===== config.mk =====
export PLATFORM = sky130hd
export DESIGN_NAME = mode_gated_register_write
export DESIGN_NICKNAME = d
export VERILOG_FILES = /design/src/mode_gate_pkg.sv /design/src/clock_out_divider.sv /design/src/mode_gated_register_write.sv
export SDC_FILE = /design/constraint.sdc
export NUM_CORES = 1
export LEC_CHECK = 0
export BUFFER_PORTS_ARGS = -buffer_cell sky130_fd_sc_hd__buf_2
export CAP_MARGIN = 20
export CORE_MARGIN = 5
export CORE_UTILIZATION = 61
export DETAILED_ROUTE_END_ITERATION = 7
export GPL_TIMING_DRIVEN = 0
export HOLD_SLACK_MARGIN = 0.08
export PLACE_DENSITY = 0.88
export SYNTH_ARGS = -nofsm -noshare
export SYNTH_HDL_FRONTEND = slang
export SYNTH_HIERARCHICAL = 1
export SYNTH_SLANG_ARGS = --single-unit

===== constraint.sdc =====
create_clock -name pclk -period 3.04 [get_ports pclk]
set_clock_uncertainty 0.2 [all_clocks]
set_input_delay 0.152 -clock pclk [delete_from_list [all_inputs] [get_ports pclk]]
set_output_delay 0.152 -clock pclk [all_outputs]
set_load 0.005 [all_outputs]

===== src/mode_gate_pkg.sv =====
// constants for the mode gated register bank
package mode_gate_pkg;
	localparam int          NUM_OUT        = 6;
	localparam logic [11:0] OFF_MODE_CTRL  = 12'h000;
	localparam logic [11:0] OFF_STATUS     = 12'h004;
	localparam logic [11:0] OFF_OUT_ENABLE = 12'h008;
	localparam logic [11:0] OFF_SPREAD     = 12'h00C;
	localparam logic [11:0] OFF_IN_SELECT  = 12'h010;
	localparam logic [11:0] OFF_DIVIDER0   = 12'h020;
	localparam int          DIV_STRIDE     = 4;
	localparam int          MODE_BIT_ACTIVE = 0;
	localparam int          MODE_BIT_RESET  = 1;
	localparam logic [15:0] DIVIDER_RESET  = 16'h0004;
	localparam logic [5:0]  OE_RESET       = 6'h3F;
	typedef enum logic {MODE_READY, MODE_ACTIVE} mode_t;
endpackage : mode_gate_pkg


===== src/clock_out_divider.sv =====
// one output clock divider, running only while enabled
`timescale 1ns/10ps
module clock_out_divider
	import mode_gate_pkg::*;
#(
	parameter int WIDTH = 16
) (
	input  wire logic             pclk,
	input  wire logic             presetn,
	input  wire logic             run,
	input  wire logic [WIDTH-1:0] half_period,
	output logic                  clk_out
);
	typedef struct packed {
		logic [WIDTH-1:0] count;
		logic             level;
	} div_state_t;

	div_state_t state_reg;
	div_state_t state_next;

	always_comb begin
		state_next = state_reg;
		if (!run) begin
			state_next.count = '0;
			state_next.level = 1'b0;
		end else if (state_reg.count + 1'b1 >= half_period) begin
			state_next.count = '0;
			state_next.level = ~state_reg.level;
		end else begin
			state_next.count = state_reg.count + 1'b1;
		end
	end

	always_ff @(posedge pclk or negedge presetn) begin
		if (!presetn) begin
			state_reg <= '0;
		end else begin
			state_reg <= state_next;
		end
	end

	assign clk_out = state_reg.level;
endmodule : clock_out_divider


===== src/mode_gated_register_write.sv =====
// APB register bank with active/ready write gating for a clock generator
// How it works
// - output clocks toggle only while the mode is active.
// - in active mode, writes to divider registers are dropped.
// - in ready mode, divider registers accept writes.
// - in ready mode every output clock is held low.
// - going back to active restarts dividers with the new divider values.
// - mode, output enable, spread and input select accept writes in any mode.
// - a status register reports active or ready.
// - the mode register selects active or ready or requests a reset.
`timescale 1ns/10ps
module mode_gated_register_write
	import mode_gate_pkg::*;
#(
	parameter int DIV_WIDTH = 16
) (
	input  wire logic        pclk,
	input  wire logic        presetn,
	input  wire logic        psel,
	input  wire logic        penable,
	input  wire logic        pwrite,
	input  wire logic [11:0] paddr,
	input  wire logic [31:0] pwdata,
	input  wire logic [3:0]  pstrb,
	output logic      [31:0] prdata,
	output logic             pready,
	output logic             pslverr,
	output logic [NUM_OUT-1:0] clk_out,
	output logic             spread_enable,
	output logic             input_select
);
	typedef struct packed {
		mode_t                              mode;
		logic [NUM_OUT-1:0]                 out_enable;
		logic                               spread;
		logic                               in_sel;
		logic [NUM_OUT-1:0][DIV_WIDTH-1:0]  divider;
		logic [31:0]                        rdata;
		logic                               ready;
		logic                               err;
		logic [NUM_OUT-1:0]                 clk;
	} bank_t;

	bank_t bank_reg;
	bank_t bank_next;
	logic [NUM_OUT-1:0] div_clk;

	// one wait state: answer on the access cycle's edge after setup
	wire access = psel && penable && !bank_reg.ready;
	wire wr     = access && pwrite;
	wire rd     = access && !pwrite;

	always_comb begin
		int i;
		logic hit;
		i = 0;
		hit = 1'b0;
		bank_next = bank_reg;
		bank_next.ready = access;
		bank_next.err   = 1'b0;
		bank_next.rdata = 32'h0000_0000;
		// stopped outputs held low outside active mode; registered so
		// the pins never see a glitch from the enable gating
		bank_next.clk = (bank_reg.mode == MODE_ACTIVE) ?
			(div_clk & bank_reg.out_enable) : '0;
		// always writable registers
		if (wr && pstrb[0]) begin
			unique case (paddr)
				OFF_MODE_CTRL: begin
					if (pwdata[MODE_BIT_RESET]) begin
						bank_next.mode       = MODE_ACTIVE;
						bank_next.out_enable = OE_RESET;
						bank_next.spread     = 1'b0;
						bank_next.in_sel     = 1'b0;
						bank_next.divider    = {NUM_OUT{DIV_WIDTH'(DIVIDER_RESET)}};
					end else begin
						bank_next.mode = pwdata[MODE_BIT_ACTIVE] ?
							MODE_ACTIVE : MODE_READY;
					end
				end
				OFF_OUT_ENABLE: bank_next.out_enable = pwdata[NUM_OUT-1:0];
				OFF_SPREAD:     bank_next.spread = pwdata[0];
				OFF_IN_SELECT:  bank_next.in_sel = pwdata[0];
				default: ;
			endcase
		end
		for (i = 0; i < NUM_OUT; i++) begin
			if (paddr == OFF_DIVIDER0 + 12'(i * DIV_STRIDE)) begin
				hit = 1'b1;
				// gated: active mode silently drops the write
				if (wr && bank_reg.mode == MODE_READY) begin
					if (pstrb[0])
						bank_next.divider[i][7:0] = pwdata[7:0];
					if (pstrb[1])
						bank_next.divider[i][15:8] = pwdata[15:8];
				end
				if (rd)
					bank_next.rdata = 32'(bank_reg.divider[i]);
			end
		end
		if (rd) begin
			unique case (paddr)
				OFF_MODE_CTRL:  bank_next.rdata = 32'(bank_reg.mode);
				OFF_STATUS:     bank_next.rdata = 32'(bank_reg.mode);
				OFF_OUT_ENABLE: bank_next.rdata = 32'(bank_reg.out_enable);
				OFF_SPREAD:     bank_next.rdata = 32'(bank_reg.spread);
				OFF_IN_SELECT:  bank_next.rdata = 32'(bank_reg.in_sel);
				default:        bank_next.err = !hit;
			endcase
		end else if (wr) begin
			unique case (paddr)
				OFF_MODE_CTRL, OFF_STATUS, OFF_OUT_ENABLE,
				OFF_SPREAD, OFF_IN_SELECT: ;
				default: bank_next.err = !hit;
			endcase
		end
	end

	always_ff @(posedge pclk or negedge presetn) begin
		if (!presetn) begin
			bank_reg.mode       <= MODE_ACTIVE;
			bank_reg.out_enable <= OE_RESET;
			bank_reg.spread     <= 1'b0;
			bank_reg.in_sel     <= 1'b0;
			bank_reg.divider    <= {NUM_OUT{DIV_WIDTH'(DIVIDER_RESET)}};
			bank_reg.rdata      <= 32'h0000_0000;
			bank_reg.ready      <= 1'b0;
			bank_reg.err        <= 1'b0;
			bank_reg.clk        <= '0;
		end else begin
			bank_reg <= bank_next;
		end
	end

	// dividers restart from zero on each return to active
	for (genvar g = 0; g < NUM_OUT; g++) begin : g_div
		clock_out_divider #(
			.WIDTH(DIV_WIDTH)
		) u_div (
			.pclk       (pclk),
			.presetn    (presetn),
			.run        (bank_reg.mode == MODE_ACTIVE),
			.half_period(bank_reg.divider[g]),
			.clk_out    (div_clk[g])
		);
	end

	assign prdata        = bank_reg.rdata;
	assign pready        = bank_reg.ready;
	assign pslverr       = bank_reg.err;
	assign clk_out       = bank_reg.clk;
	assign spread_enable = bank_reg.spread;
	assign input_select  = bank_reg.in_sel;
endmodule : mode_gated_register_write


==> impl_metrics.tcl, run 1 <==
set metrics [dict create \
    status "finished with violations" \
    violations "negative setup slack" \
    power_density_mw_per_mm2 412 \
    clock-root-buffer "clkbuf_16" \
    crit_path_max_fanout 6 \
    hp-class "in -> reg" \
    slowest_delay_ns 0.41 \
    synth-main-ff-cell "dfrtp_1" \
    initial_utilization_pct 62.3 \
    intPower_mw 5.25 \
    port_buffers 60 \
    max_cap_violations 0 \
    wl_per_cell_microns 21.0 \
    vdd_drop_max_mv 0.486 \
    reg2reg_from "g_div[4].u_div/state_reg[4]$_DFF_PN0_" \
    worst_ep_arrival_time_ns 3.32 \
    synth_edf_count 0 \
    slew_viol_final 0 \
    largest_reg_flops 97 \
    drtIter0Drc 1521 \
    wl_met3_mm 4.07 \
    antenna_found_initial 0 \
    antenna_left 0 \
    syn_inst 1481 \
    critPathKind "reg -> reg" \
    grt_first_pass_wirelength_mm 60.7 \
    drtPass1Iterations 7 \
    worst_pin_slew_ns 0.994 \
    power.leakage_nw 8.03 \
    crit_top_cell "buf_4" \
    period_share_pct 102 \
    rows 54 \
    highest_layer "met4" \
    die-area_sq_mm 0.0255 \
    rsz0062_at_grt "true" \
    dp_cells 1838 \
    cts.sinks 231 \
    clkTransAtPathRegs_ns 0.06 \
    ys_seq_elements 231 \
    grt_pass1_vias 11800 \
    drc 0 \
    async_flop_share_pct 100 \
    core_region_area_sq_mm 0.0220 \
    nNetsFinal 1802 \
    pwr-share-seq_pct 45.8 \
    wl_mm 40.9 \
    cts_inserted_buffers 25 \
    fmax_ghz 0.321 \
    power_frac_clock_pct 49.6 \
    synth_warnings 6 \
    cp_slowest_cell "dfrtp_1" \
    grt_max_degree 101 \
    antenna_cells 0 \
    wl_met1_mm 14.8 \
    gr-usage-all-layers_pct 29.3 \
    min_to "pslverr$_DFF_PN0_" \
    hold_start "paddr[8]" \
    syn_area_sq_mm 0.0137 \
    switching_share_pct 21.9 \
    critical_path.cell_chain "nand3_4, buf_4, nor3_2, xor2_1, ha_1, nand2_1, or3_1, o221ai_1, a211o_2, buf_4, and2b_1" \
    slew_headroom_pct 33.2 \
    die_x_microns 160 \
    htree_num_levels 1 \
    period_needed_ns 3.11 \
    wl_met2_mm 19.6 \
    clk_latency_ns 0.52 \
    drive_gt1_share_pct 18.0 \
    setup_violations 7 \
    ys_seq_area_share_pct 42.4 \
    post-route-util_pct 74.3 \
    p_comb_share_pct 4.5 \
    ios 95 \
    areaGrowthSynthToFinish_pct 19.2 \
    cts_tree "built" \
    postSynthAreaPerCell_sq_um 9.24 \
    clk_path_buf_depth 3 \
    r2r-end "g_div[4].u_div/state_reg[4]$_DFF_PN0_" \
    fillCellCount 1386 \
    fin_ws_ns -0.0715 \
    whs_path_depth 4 \
    vias 12100 \
    reg2reg_depth 11 \
    required_ns 3.25 \
    dp_hpwl_mm 26.6 \
    fp.dieH_microns 160 \
    fin_cells 1945 \
    synthDistinctLibCells 63 \
    end_kind "flop" \
    startpoint_type "flop" \
    via_per_inst 6.22 \
    reg2reg_slack_ns -0.07 \
    p_switching_mw 1.47 \
    gp_congestion 1.02 \
    hold_viol_final 0 \
    grt_overflow 0 \
]
[per-layer routing]
| metal | vias up | global-route usage, % |
|---|---|---|
| met4 | 0 | 12.0 |
| met5 | - | 0 |
| met3 | 246 | 7.04 |
| met2 | 735 | 50.5 |
| met1 | 5751 | 35.6 |
| li1 | 5372 | - |
[power groups by stage]
stage,logic [mW],clock network [mW],registers (mW)
after floorplan,0.0835,0,3.14
after global placement,0.233,0,3.14
after detailed placement,0.248,0,3.14
after CTS,0.285,3.33,3.08
after global routing,0.324,3.49,3.08
final,0.305,3.34,3.08
[metrics by stage]
stage | hold WS (ns) | cell area [sq um] | power, mW | setup TNS, ns | setup WS (ns)
after floorplan | -0.344 | 13700 | 3.22 | 0 | 0.385
after global placement | 0.282 | 14400 | 3.37 | -486.80 | -2.20
after detailed placement | -0.118 | 14500 | 3.38 | -0.0434 | -0.0388
after CTS | 0.0990 | 15800 | 6.69 | -0.00125 | -0.00125
after global routing | 0.159 | 16300 | 6.89 | -3.28 | -0.135
final | 0.149 | 16300 | 6.72 | -0.296 | -0.0715
[worst max-delay path: cells and delay by family (launching register included)]
family | cells | cell delay, ns
AO/OA/AOI/OAI | 2 | 0.59
AND/OR/NAND/NOR | 5 | 0.93
adder cells (fa/ha/maj) | 1 | 0.22
flip-flops | 1 | 0.41
XOR/XNOR | 1 | 0.34
buffers and inverters | 2 | 0.30
[synthesized netlist by cell type (5+ instances only)]
library cell,n,area (sq um)
a311oi_1,6,52.6
nor3_1,19,95.1
xnor2_1,42,368
and2_1,9,56.3
and4_1,6,52.6
o21ai_1,5,25.0
a221oi_1,5,43.8
a22o_1,15,131
and3_1,24,150
and2b_1,18,135
buf_2,17,85.1
dfrtp_1,218,5460
inv_1,113,424
a211o_1,6,52.6
a31oi_1,10,62.6
nor3_2,12,120
clkbuf_1,19,71.3
nor2b_1,83,519
a22oi_1,5,37.5
mux2_4,6,90.1
nor4_2,7,87.6
xor2_1,42,368
o221ai_1,6,52.6
nand2_1,205,769
a21oi_1,56,280
a211o_2,6,60.1
ha_1,102,1280
buf_4,38,285
a21o_1,6,45.0
o211ai_1,7,52.6
buf_6,6,67.6
nor2_1,74,278
mux2i_1,8,80.1
nand4_1,29,181
nand3_1,84,420
nand3_2,6,60.1
a211oi_1,7,52.6
dfstp_2,13,342
o21ai_0,84,420
or3_1,11,68.8
nand2b_1,11,68.8
[timing repair]
item                       CTS  global route
pin swaps                    2            34
setup endpoints to repair   16           105
hold endpoints to repair   234             0
gates resized for setup      5            66
buffers inserted             2            24
hold buffers                36             0
[worst max-delay path by stage]
| stage | slack, ns | depth (start not counted) | startpoint | end |
|---|---|---|---|---|
| CTS | -0.001 | 9 | g_div[4].u_div/state_reg[1]$_DFF_PN0_ | g_div[4].u_div/clk_out$_DFFE_PN0P_ |
| floorplan | 0.38 | 9 | g_div[4].u_div/state_reg[3]$_DFF_PN0_ | g_div[4].u_div/clk_out$_DFFE_PN0P_ |
| detailed placement | -0.04 | 9 | g_div[5].u_div/state_reg[3]$_DFF_PN0_ | g_div[5].u_div/clk_out$_DFFE_PN0P_ |
| finish | -0.07 | 11 | g_div[4].u_div/state_reg[4]$_DFF_PN0_ | g_div[4].u_div/state_reg[4]$_DFF_PN0_ |
| global placement | -2.20 | 1 | presetn | g_div[0].u_div/state_reg[12]$_DFF_PN0_ |
| global route | -0.14 | 11 | g_div[4].u_div/state_reg[4]$_DFF_PN0_ | g_div[4].u_div/state_reg[13]$_DFF_PN0_ |
[final cells by class]
type	instances	area, sq um	share of cell area, %
clock buffers	34	719	4.41
well taps	280	350	2.15
inverters	113	424	2.60
multi-input cells	1070	7380	45.2
repair buffers	124	941	5.77
flip-flops and latches	231	5800	35.6
plain buffers	82	517	3.17
clock inverters	11	183	1.12
[cell families (layout without fill, tap and decap cells)]
| logic type | count (synthesis) | after routing | synth area share [%] |
|---|---|---|---|
| adder cells (fa/ha/maj) | 102 | 102 | 9.33 |
| AND/OR/NAND/NOR | 614 | 614 | 23.7 |
| AO/OA/AOI/OAI | 238 | 238 | 10.9 |
| buffers and inverters | 195 | 364 | 6.88 |
| other | 1 | 16 | 0.0274 |
| XOR/XNOR | 84 | 84 | 5.38 |
| flip-flops | 231 | 231 | 42.4 |
| multiplexers | 16 | 16 | 1.49 |
[cells in the final DEF, fill, tap and decap left out, types with 29 or more instances in the layout]
cell           synthesis  routed
a21oi_1               56      56
buf_2                 17      76
buf_4                 38      64
dfrtp_1              218     212
dlygate4sd3_1          0      34
ha_1                 102      98
inv_1                113     113
nand2_1              205     202
nand3_1               84      81
nand4_1               29      29
nor2_1                74      73
nor2b_1               83      82
o21ai_0               84      81
xnor2_1               42      30
xor2_1                42      41
(Power assumes the default switching activity.)
==> inputs of run 2 (changes only) <==
--- a/config.mk
+++ b/config.mk
@@ -7,12 +7,12 @@
 export LEC_CHECK = 0
 export BUFFER_PORTS_ARGS = -buffer_cell sky130_fd_sc_hd__buf_2
 export CAP_MARGIN = 20
-export CORE_MARGIN = 5
 export CORE_UTILIZATION = 61
 export DETAILED_ROUTE_END_ITERATION = 7
 export GPL_TIMING_DRIVEN = 0
 export HOLD_SLACK_MARGIN = 0.08
 export PLACE_DENSITY = 0.88
+export REMOVE_ABC_BUFFERS = 1
 export SYNTH_ARGS = -nofsm -noshare
 export SYNTH_HDL_FRONTEND = slang
 export SYNTH_HIERARCHICAL = 1
==> run 2 against run 1 <==
- the flow still finishes with violations (negative setup slack)
- final area down 3.5%
- critical path depth down 1
- worst hold slack better by 0.037 ns
- sequential share of layout area up 1.3 points
- die area down 9.8%
- setup slack better by 0.028 ns
- routed wire length down 5.4%
- via count down 0.86%
- combinational power down 9.8%
- register-to-register slack better by 0.03 ns
==> impl_metrics.tcl, run 2 (synthesis gave the netlist of run 1 again) <==
set metrics [dict create \
    wl_per_cell_microns 20.6 \
    wl_mm 38.7 \
    slowest_delay_ns 0.44 \
    die-area_sq_mm 0.0230 \
    place_worst_setup_slack_ns -0.156 \
    fin_cells 1876 \
    grt_overflow 0 \
    critical_path.cell_chain "ha_1, nand2_1, nor2_1, xor2_1, ha_1, nand2_1, or3_1, o221ai_1, a211o_4, mux2_4" \
    status "finished with violations" \
    worst_pin_slew_ns 1.08 \
    drive_gt1_share_pct 14.7 \
    vias 12000 \
    power_density_mw_per_mm2 398 \
    cts_inserted_buffers 25 \
    wl_met2_mm 17.9 \
    gp_congestion 0.923 \
    post-route-util_pct 71.9 \
    grt_max_degree 86 \
    violations "negative setup slack" \
    core_region_area_sq_mm 0.0219 \
    reg2reg_depth 10 \
    cts.sinks 231 \
    dp_hpwl_mm 24.7 \
    final_common_cell "dfrtp_1" \
    critPathKind "reg -> reg" \
    via_per_inst 6.40 \
    fin_ws_ns -0.0439 \
    rsz0062_at_grt "true" \
    layout_common_cells "dfrtp_1 (212), nand2_1 (204), inv_1 (113), ha_1 (100)" \
    cp_top_family "compound AO/OA/AOI/OAI gates" \
    areaGrowthSynthToFinish_pct 15.0 \
    finalSetupTns_ns -0.126 \
    fmax_ghz 0.324 \
    vdd_drop_max_mv 0.358 \
    clkTransAtPathRegs_ns 0.06 \
    max_cap_violations 0 \
    total_power_mw 6.27 \
    wl_met3_mm 3.96 \
    crit_path_max_fanout 17 \
    drc 0 \
    antenna_found_initial 2 \
    min_to "spread_enable$_DFFE_PN0P_" \
    highest_layer "met4" \
    setup_violations 8 \
    grt_first_pass_wirelength_mm 58.8 \
    fp.dieH_microns 152 \
    hp-class "in -> reg" \
    ios 95 \
    reg2reg_from "g_div[2].u_div/state_reg[1]$_DFF_PN0_" \
    startpoint_type "flop" \
    required_ns 3.25 \
    slew_viol_final 0 \
    clk_path_buf_depth 3 \
    period_needed_ns 3.08 \
    hold_viol_final 0 \
    clock-root-buffer "clkbuf_16" \
    port_buffers 60 \
    worst_ep_arrival_time_ns 3.29 \
    whs_path_depth 3 \
    end_kind "flop" \
    r2r-end "g_div[2].u_div/clk_out$_DFFE_PN0P_" \
    slew_headroom_pct 27.8 \
    period_share_pct 101 \
    hold_start "paddr[3]" \
    nNetsFinal 1732 \
    drtIter0Drc 1479 \
    drtPass1Iterations 7 \
    antenna_left 0 \
    gr-usage-all-layers_pct 33.0 \
    crit_buf_inv 0 \
    dp_cells 1758 \
    wl_met1_mm 14.1 \
    power.leakage_nw 7.68 \
    die_x_microns 152 \
    rows 54 \
    reg2reg_slack_ns -0.04 \
    htree_num_levels 1 \
    largest_reg_flops 97 \
    grt_pass1_vias 11600 \
    clk_latency_ns 0.52 \
    cts_tree "built" \
    initial_utilization_pct 62.5 \
    cp_slowest_cell "dfrtp_1" \
]
-- run 2: repair_timing --
action                                  4_1_cts  5_1_grt
endpoints found under the setup margin       15      107
setup buffers                                10       24
pin swaps                                     5       29
endpoints found under the hold margin       336        0
resized for setup                            16       45
hold buffers                                 38        0
-- run 2: routing by layer --
metal	vias up	track usage, %
met5	-	0
met2	819	54.0
met4	0	18.5
met1	5674	40.8
met3	271	6.38
li1	5236	-
-- run 2: through the flow --
step                      hold WS [ns]  instance area, sq um
final                            0.186                 15700
after global routing             0.190                 15700
after CTS                        0.125                 15300
after detailed placement       -0.0549                 14000
after global placement           0.266                 13900
after floorplan                 -0.344                 13200
-- run 2: how the worst max path moves through the flow --
stage	startpoint	endpoint	slack [ns]	cells past startpoint
after floorplan	pready$_DFF_PN0_	bank_reg[80]$_DFF_PN0_	0.18	5
after global placement	presetn	g_div[2].u_div/state_reg[13]$_DFF_PN0_	-2.23	1
after detailed placement	g_div[0].u_div/state_reg[3]$_DFF_PN0_	g_div[0].u_div/clk_out$_DFFE_PN0P_	-0.16	9
after CTS	g_div[1].u_div/state_reg[3]$_DFF_PN0_	g_div[1].u_div/clk_out$_DFFE_PN0P_	0.02	9
after global routing	g_div[1].u_div/state_reg[1]$_DFF_PN0_	g_div[1].u_div/clk_out$_DFFE_PN0P_	-0.15	10
final	g_div[2].u_div/state_reg[1]$_DFF_PN0_	g_div[2].u_div/clk_out$_DFFE_PN0P_	-0.04	10
-- run 2: cell type report --
| cell class | instances | area [sq um] |
|---|---|---|
| Antenna cell | 1 | 2.50 |
| Clock buffer | 40 | 722 |
| Clock inverter | 5 | 50.0 |
| Fill cell | 1427 | 6150 |
| Inverter | 113 | 424 |
| Multi-Input combinational cell | 1070 | 7340 |
| Sequential cell | 231 | 5800 |
| Tap cell | 280 | 350 |
| Timing Repair Buffer | 136 | 1050 |
-- run 2: tightest hold or removal path, delay by kind of cell --
kind | cells | cell delay (ns)
AND/OR/NAND/NOR | 1 | 0.36
AO/OA/AOI/OAI | 1 | 0.10
buffers and inverters | 1 | 0.24
-- run 2: power breakdown --
group | leakage, nW | switching (mW) | internal (mW)
clock | 0.380 | 1.22 | 1.70
sequential | 3.17 | 0.00210 | 3.08
combinational | 4.13 | 0.191 | 0.0841
total | 7.68 | 1.41 | 4.86
==> inputs of run 3 (changes only) <==
==> constraint.sdc (replaced) <==
create_clock -name pclk -period 3.04 [get_ports pclk]
set_clock_uncertainty 0.2 [all_clocks]
set_input_delay 0.608 -clock pclk [delete_from_list [all_inputs] [get_ports pclk]]
set_output_delay 0.608 -clock pclk [all_outputs]
set_load 0.005 [all_outputs]
==> run 3 against run 2 <==
- the run still ends with negative setup slack left
- worst hold slack better by 0.022 ns
- non-clock buffer count fell by 39
- first-iteration DRC count is 10% lower
- final area fell by 2.4%
- critical path type unchanged
==> impl_metrics.tcl, run 3 (synthesis gave the netlist of run 1 again) <==
set metrics [dict create \
    die-area_sq_mm 0.0230 \
    hp-class "in -> reg" \
    end_kind "flop" \
    port_buffers 60 \
    drtIter0Drc 1329 \
    htree_num_levels 1 \
    wl_mm 37.0 \
    clkTransAtPathRegs_ns 0.06 \
    final_common_cell "dfrtp_1" \
    clk_latency_ns 0.52 \
    fin_hold_ws_ns 0.207 \
    hold_viol_final 0 \
    power_density_mw_per_mm2 405 \
    gp_congestion 0.923 \
    initial_utilization_pct 62.5 \
    cp_slowest_cell "nor3b_2" \
    final_cell_area_sq_mm 0.0154 \
    worst_pin_slew_ns 1.05 \
    drc 0 \
    grt_max_degree 86 \
    ios 95 \
    layout_common_cells "dfrtp_1 (211), nand2_1 (203), inv_1 (113), ha_1 (100), nor2b_1 (83)" \
    rsz0062_at_grt "true" \
    gr-usage-all-layers_pct 31.8 \
    cts_inserted_buffers 25 \
    period_needed_ns 3.10 \
    reg2reg_slack_ns -0.06 \
    dp_cells 1758 \
    reg2reg_depth 5 \
    drive_gt1_share_pct 15.0 \
    drtPass1Iterations 6 \
    grt_overflow 0 \
    total_power_mw 6.22 \
    setup_violations 4 \
    areaGrowthSynthToFinish_pct 12.2 \
    rows 54 \
    wl_per_cell_microns 20.1 \
    cts.sinks 231 \
    place_worst_setup_slack_ns -0.399 \
    fp.dieH_microns 152 \
    slowest_delay_ns 0.67 \
    place_area_sq_mm 0.0140 \
    via_per_inst 6.30 \
    cts_tree "built" \
    fin_cells 1837 \
    die_x_microns 152 \
    max_cap_violations 0 \
    slew_headroom_pct 29.9 \
    hold_start "pwdata[2]" \
    clk_path_buf_depth 3 \
    clock-root-buffer "clkbuf_16" \
    largest_reg_flops 97 \
    min_to "bank_reg[106]$_DFF_PN1_" \
    whs_path_depth 3 \
    fmax_ghz 0.323 \
    nNetsFinal 1693 \
    grt_pass1_vias 11200 \
    critical_path.cell_chain "nor4bb_1, nand3_2, nor3b_2, o211ai_1, a21oi_1" \
    crit_path_max_fanout 19 \
    antenna_left 0 \
    grt_first_pass_wirelength_mm 56.7 \
    fin_ws_ns -0.0559 \
    slew_viol_final 0 \
    period_share_pct 102 \
    antenna_found_initial 1 \
    core_region_area_sq_mm 0.0219 \
    dp_hpwl_mm 24.7 \
    r2r-end "prdata[6]$_DFF_PN0_" \
    required_ns 3.24 \
    status "finished with violations" \
    startpoint_type "flop" \
    critPathKind "reg -> reg" \
    violations "negative setup slack" \
    reg2reg_from "pready$_DFF_PN0_" \
    worst_ep_arrival_time_ns 3.29 \
    power.leakage_nw 7.52 \
    vdd_drop_max_mv 0.378 \
    vias 11600 \
]
-- run 3: cell count changes in the layout (fill, tap and decap cells not counted), sizes merged --
cell,previous run,this run
dlygate4sd3,37,1
buf,99,96
-- run 3: through the flow --
step / setup TNS (ns) / util, %
2_1_floorplan: -2.00 / -
3_3_place_gp: -717.38 / 63.4
3_5_place_dp: -14.16 / 63.8
4_1_cts: 0 / 68.3
5_1_grt: -2.07 / 70.2
6_report: -0.108 / 70.2
-- run 3: critical path, delay by kind of cell, from the launching register on --
kind,cells,cell delay [ns]
simple gates,3,1.75
flops,1,0.39
compound gates,2,0.63
-- run 3: layer usage --
layer	wire length [microns]	track usage (%)	up-vias
li1	-	-	5165
met1	13700	39.7	5529
met2	17600	52.3	680
met3	3410	5.60	197
met4	2270	17.6	0
met5	0	0	-
-- run 3: what timing repair did --
action                                 4_1_cts  5_1_grt
hold buffers                                 1        0
setup endpoints to repair                   15      123
endpoints found under the hold margin       59        0
gates cloned                                 0        0
gates resized for setup                     16       48
buffers inserted                            10       22
pin swaps                                    5       28
-- run 3: how the worst max path moves through the flow --
stage	startpoint	end	slack, ns
floorplan	paddr[1]	bank_reg[80]$_DFF_PN0_	-0.23
global placement	presetn	g_div[2].u_div/state_reg[13]$_DFF_PN0_	-2.69
detailed placement	pwrite	prdata[7]$_DFF_PN0_	-0.40
CTS	g_div[1].u_div/state_reg[3]$_DFF_PN0_	g_div[1].u_div/clk_out$_DFFE_PN0P_	0.02
global route	g_div[0].u_div/state_reg[1]$_DFF_PN0_	g_div[0].u_div/state_reg[6]$_DFF_PN0_	-0.11
finish	pready$_DFF_PN0_	prdata[6]$_DFF_PN0_	-0.06
-- run 3: layout make-up --
cell class	count	area [sq um]
antenna	1	2.50
clock buffer	40	722
clock inverter	5	50.0
fill	1517	6530
inverter	113	424
multi-input combinational	1070	7360
sequential	231	5810
tap	280	350
timing repair buffer	97	643
-- run 3: power breakdown --
part	total [mW]	switching [mW]	internal, mW	leakage [nW]
registers	3.08	0.00207	3.08	3.17
logic	0.229	0.175	0.0536	3.98
clock network	2.91	1.21	1.70	0.380
total	6.22	1.38	4.83	7.52
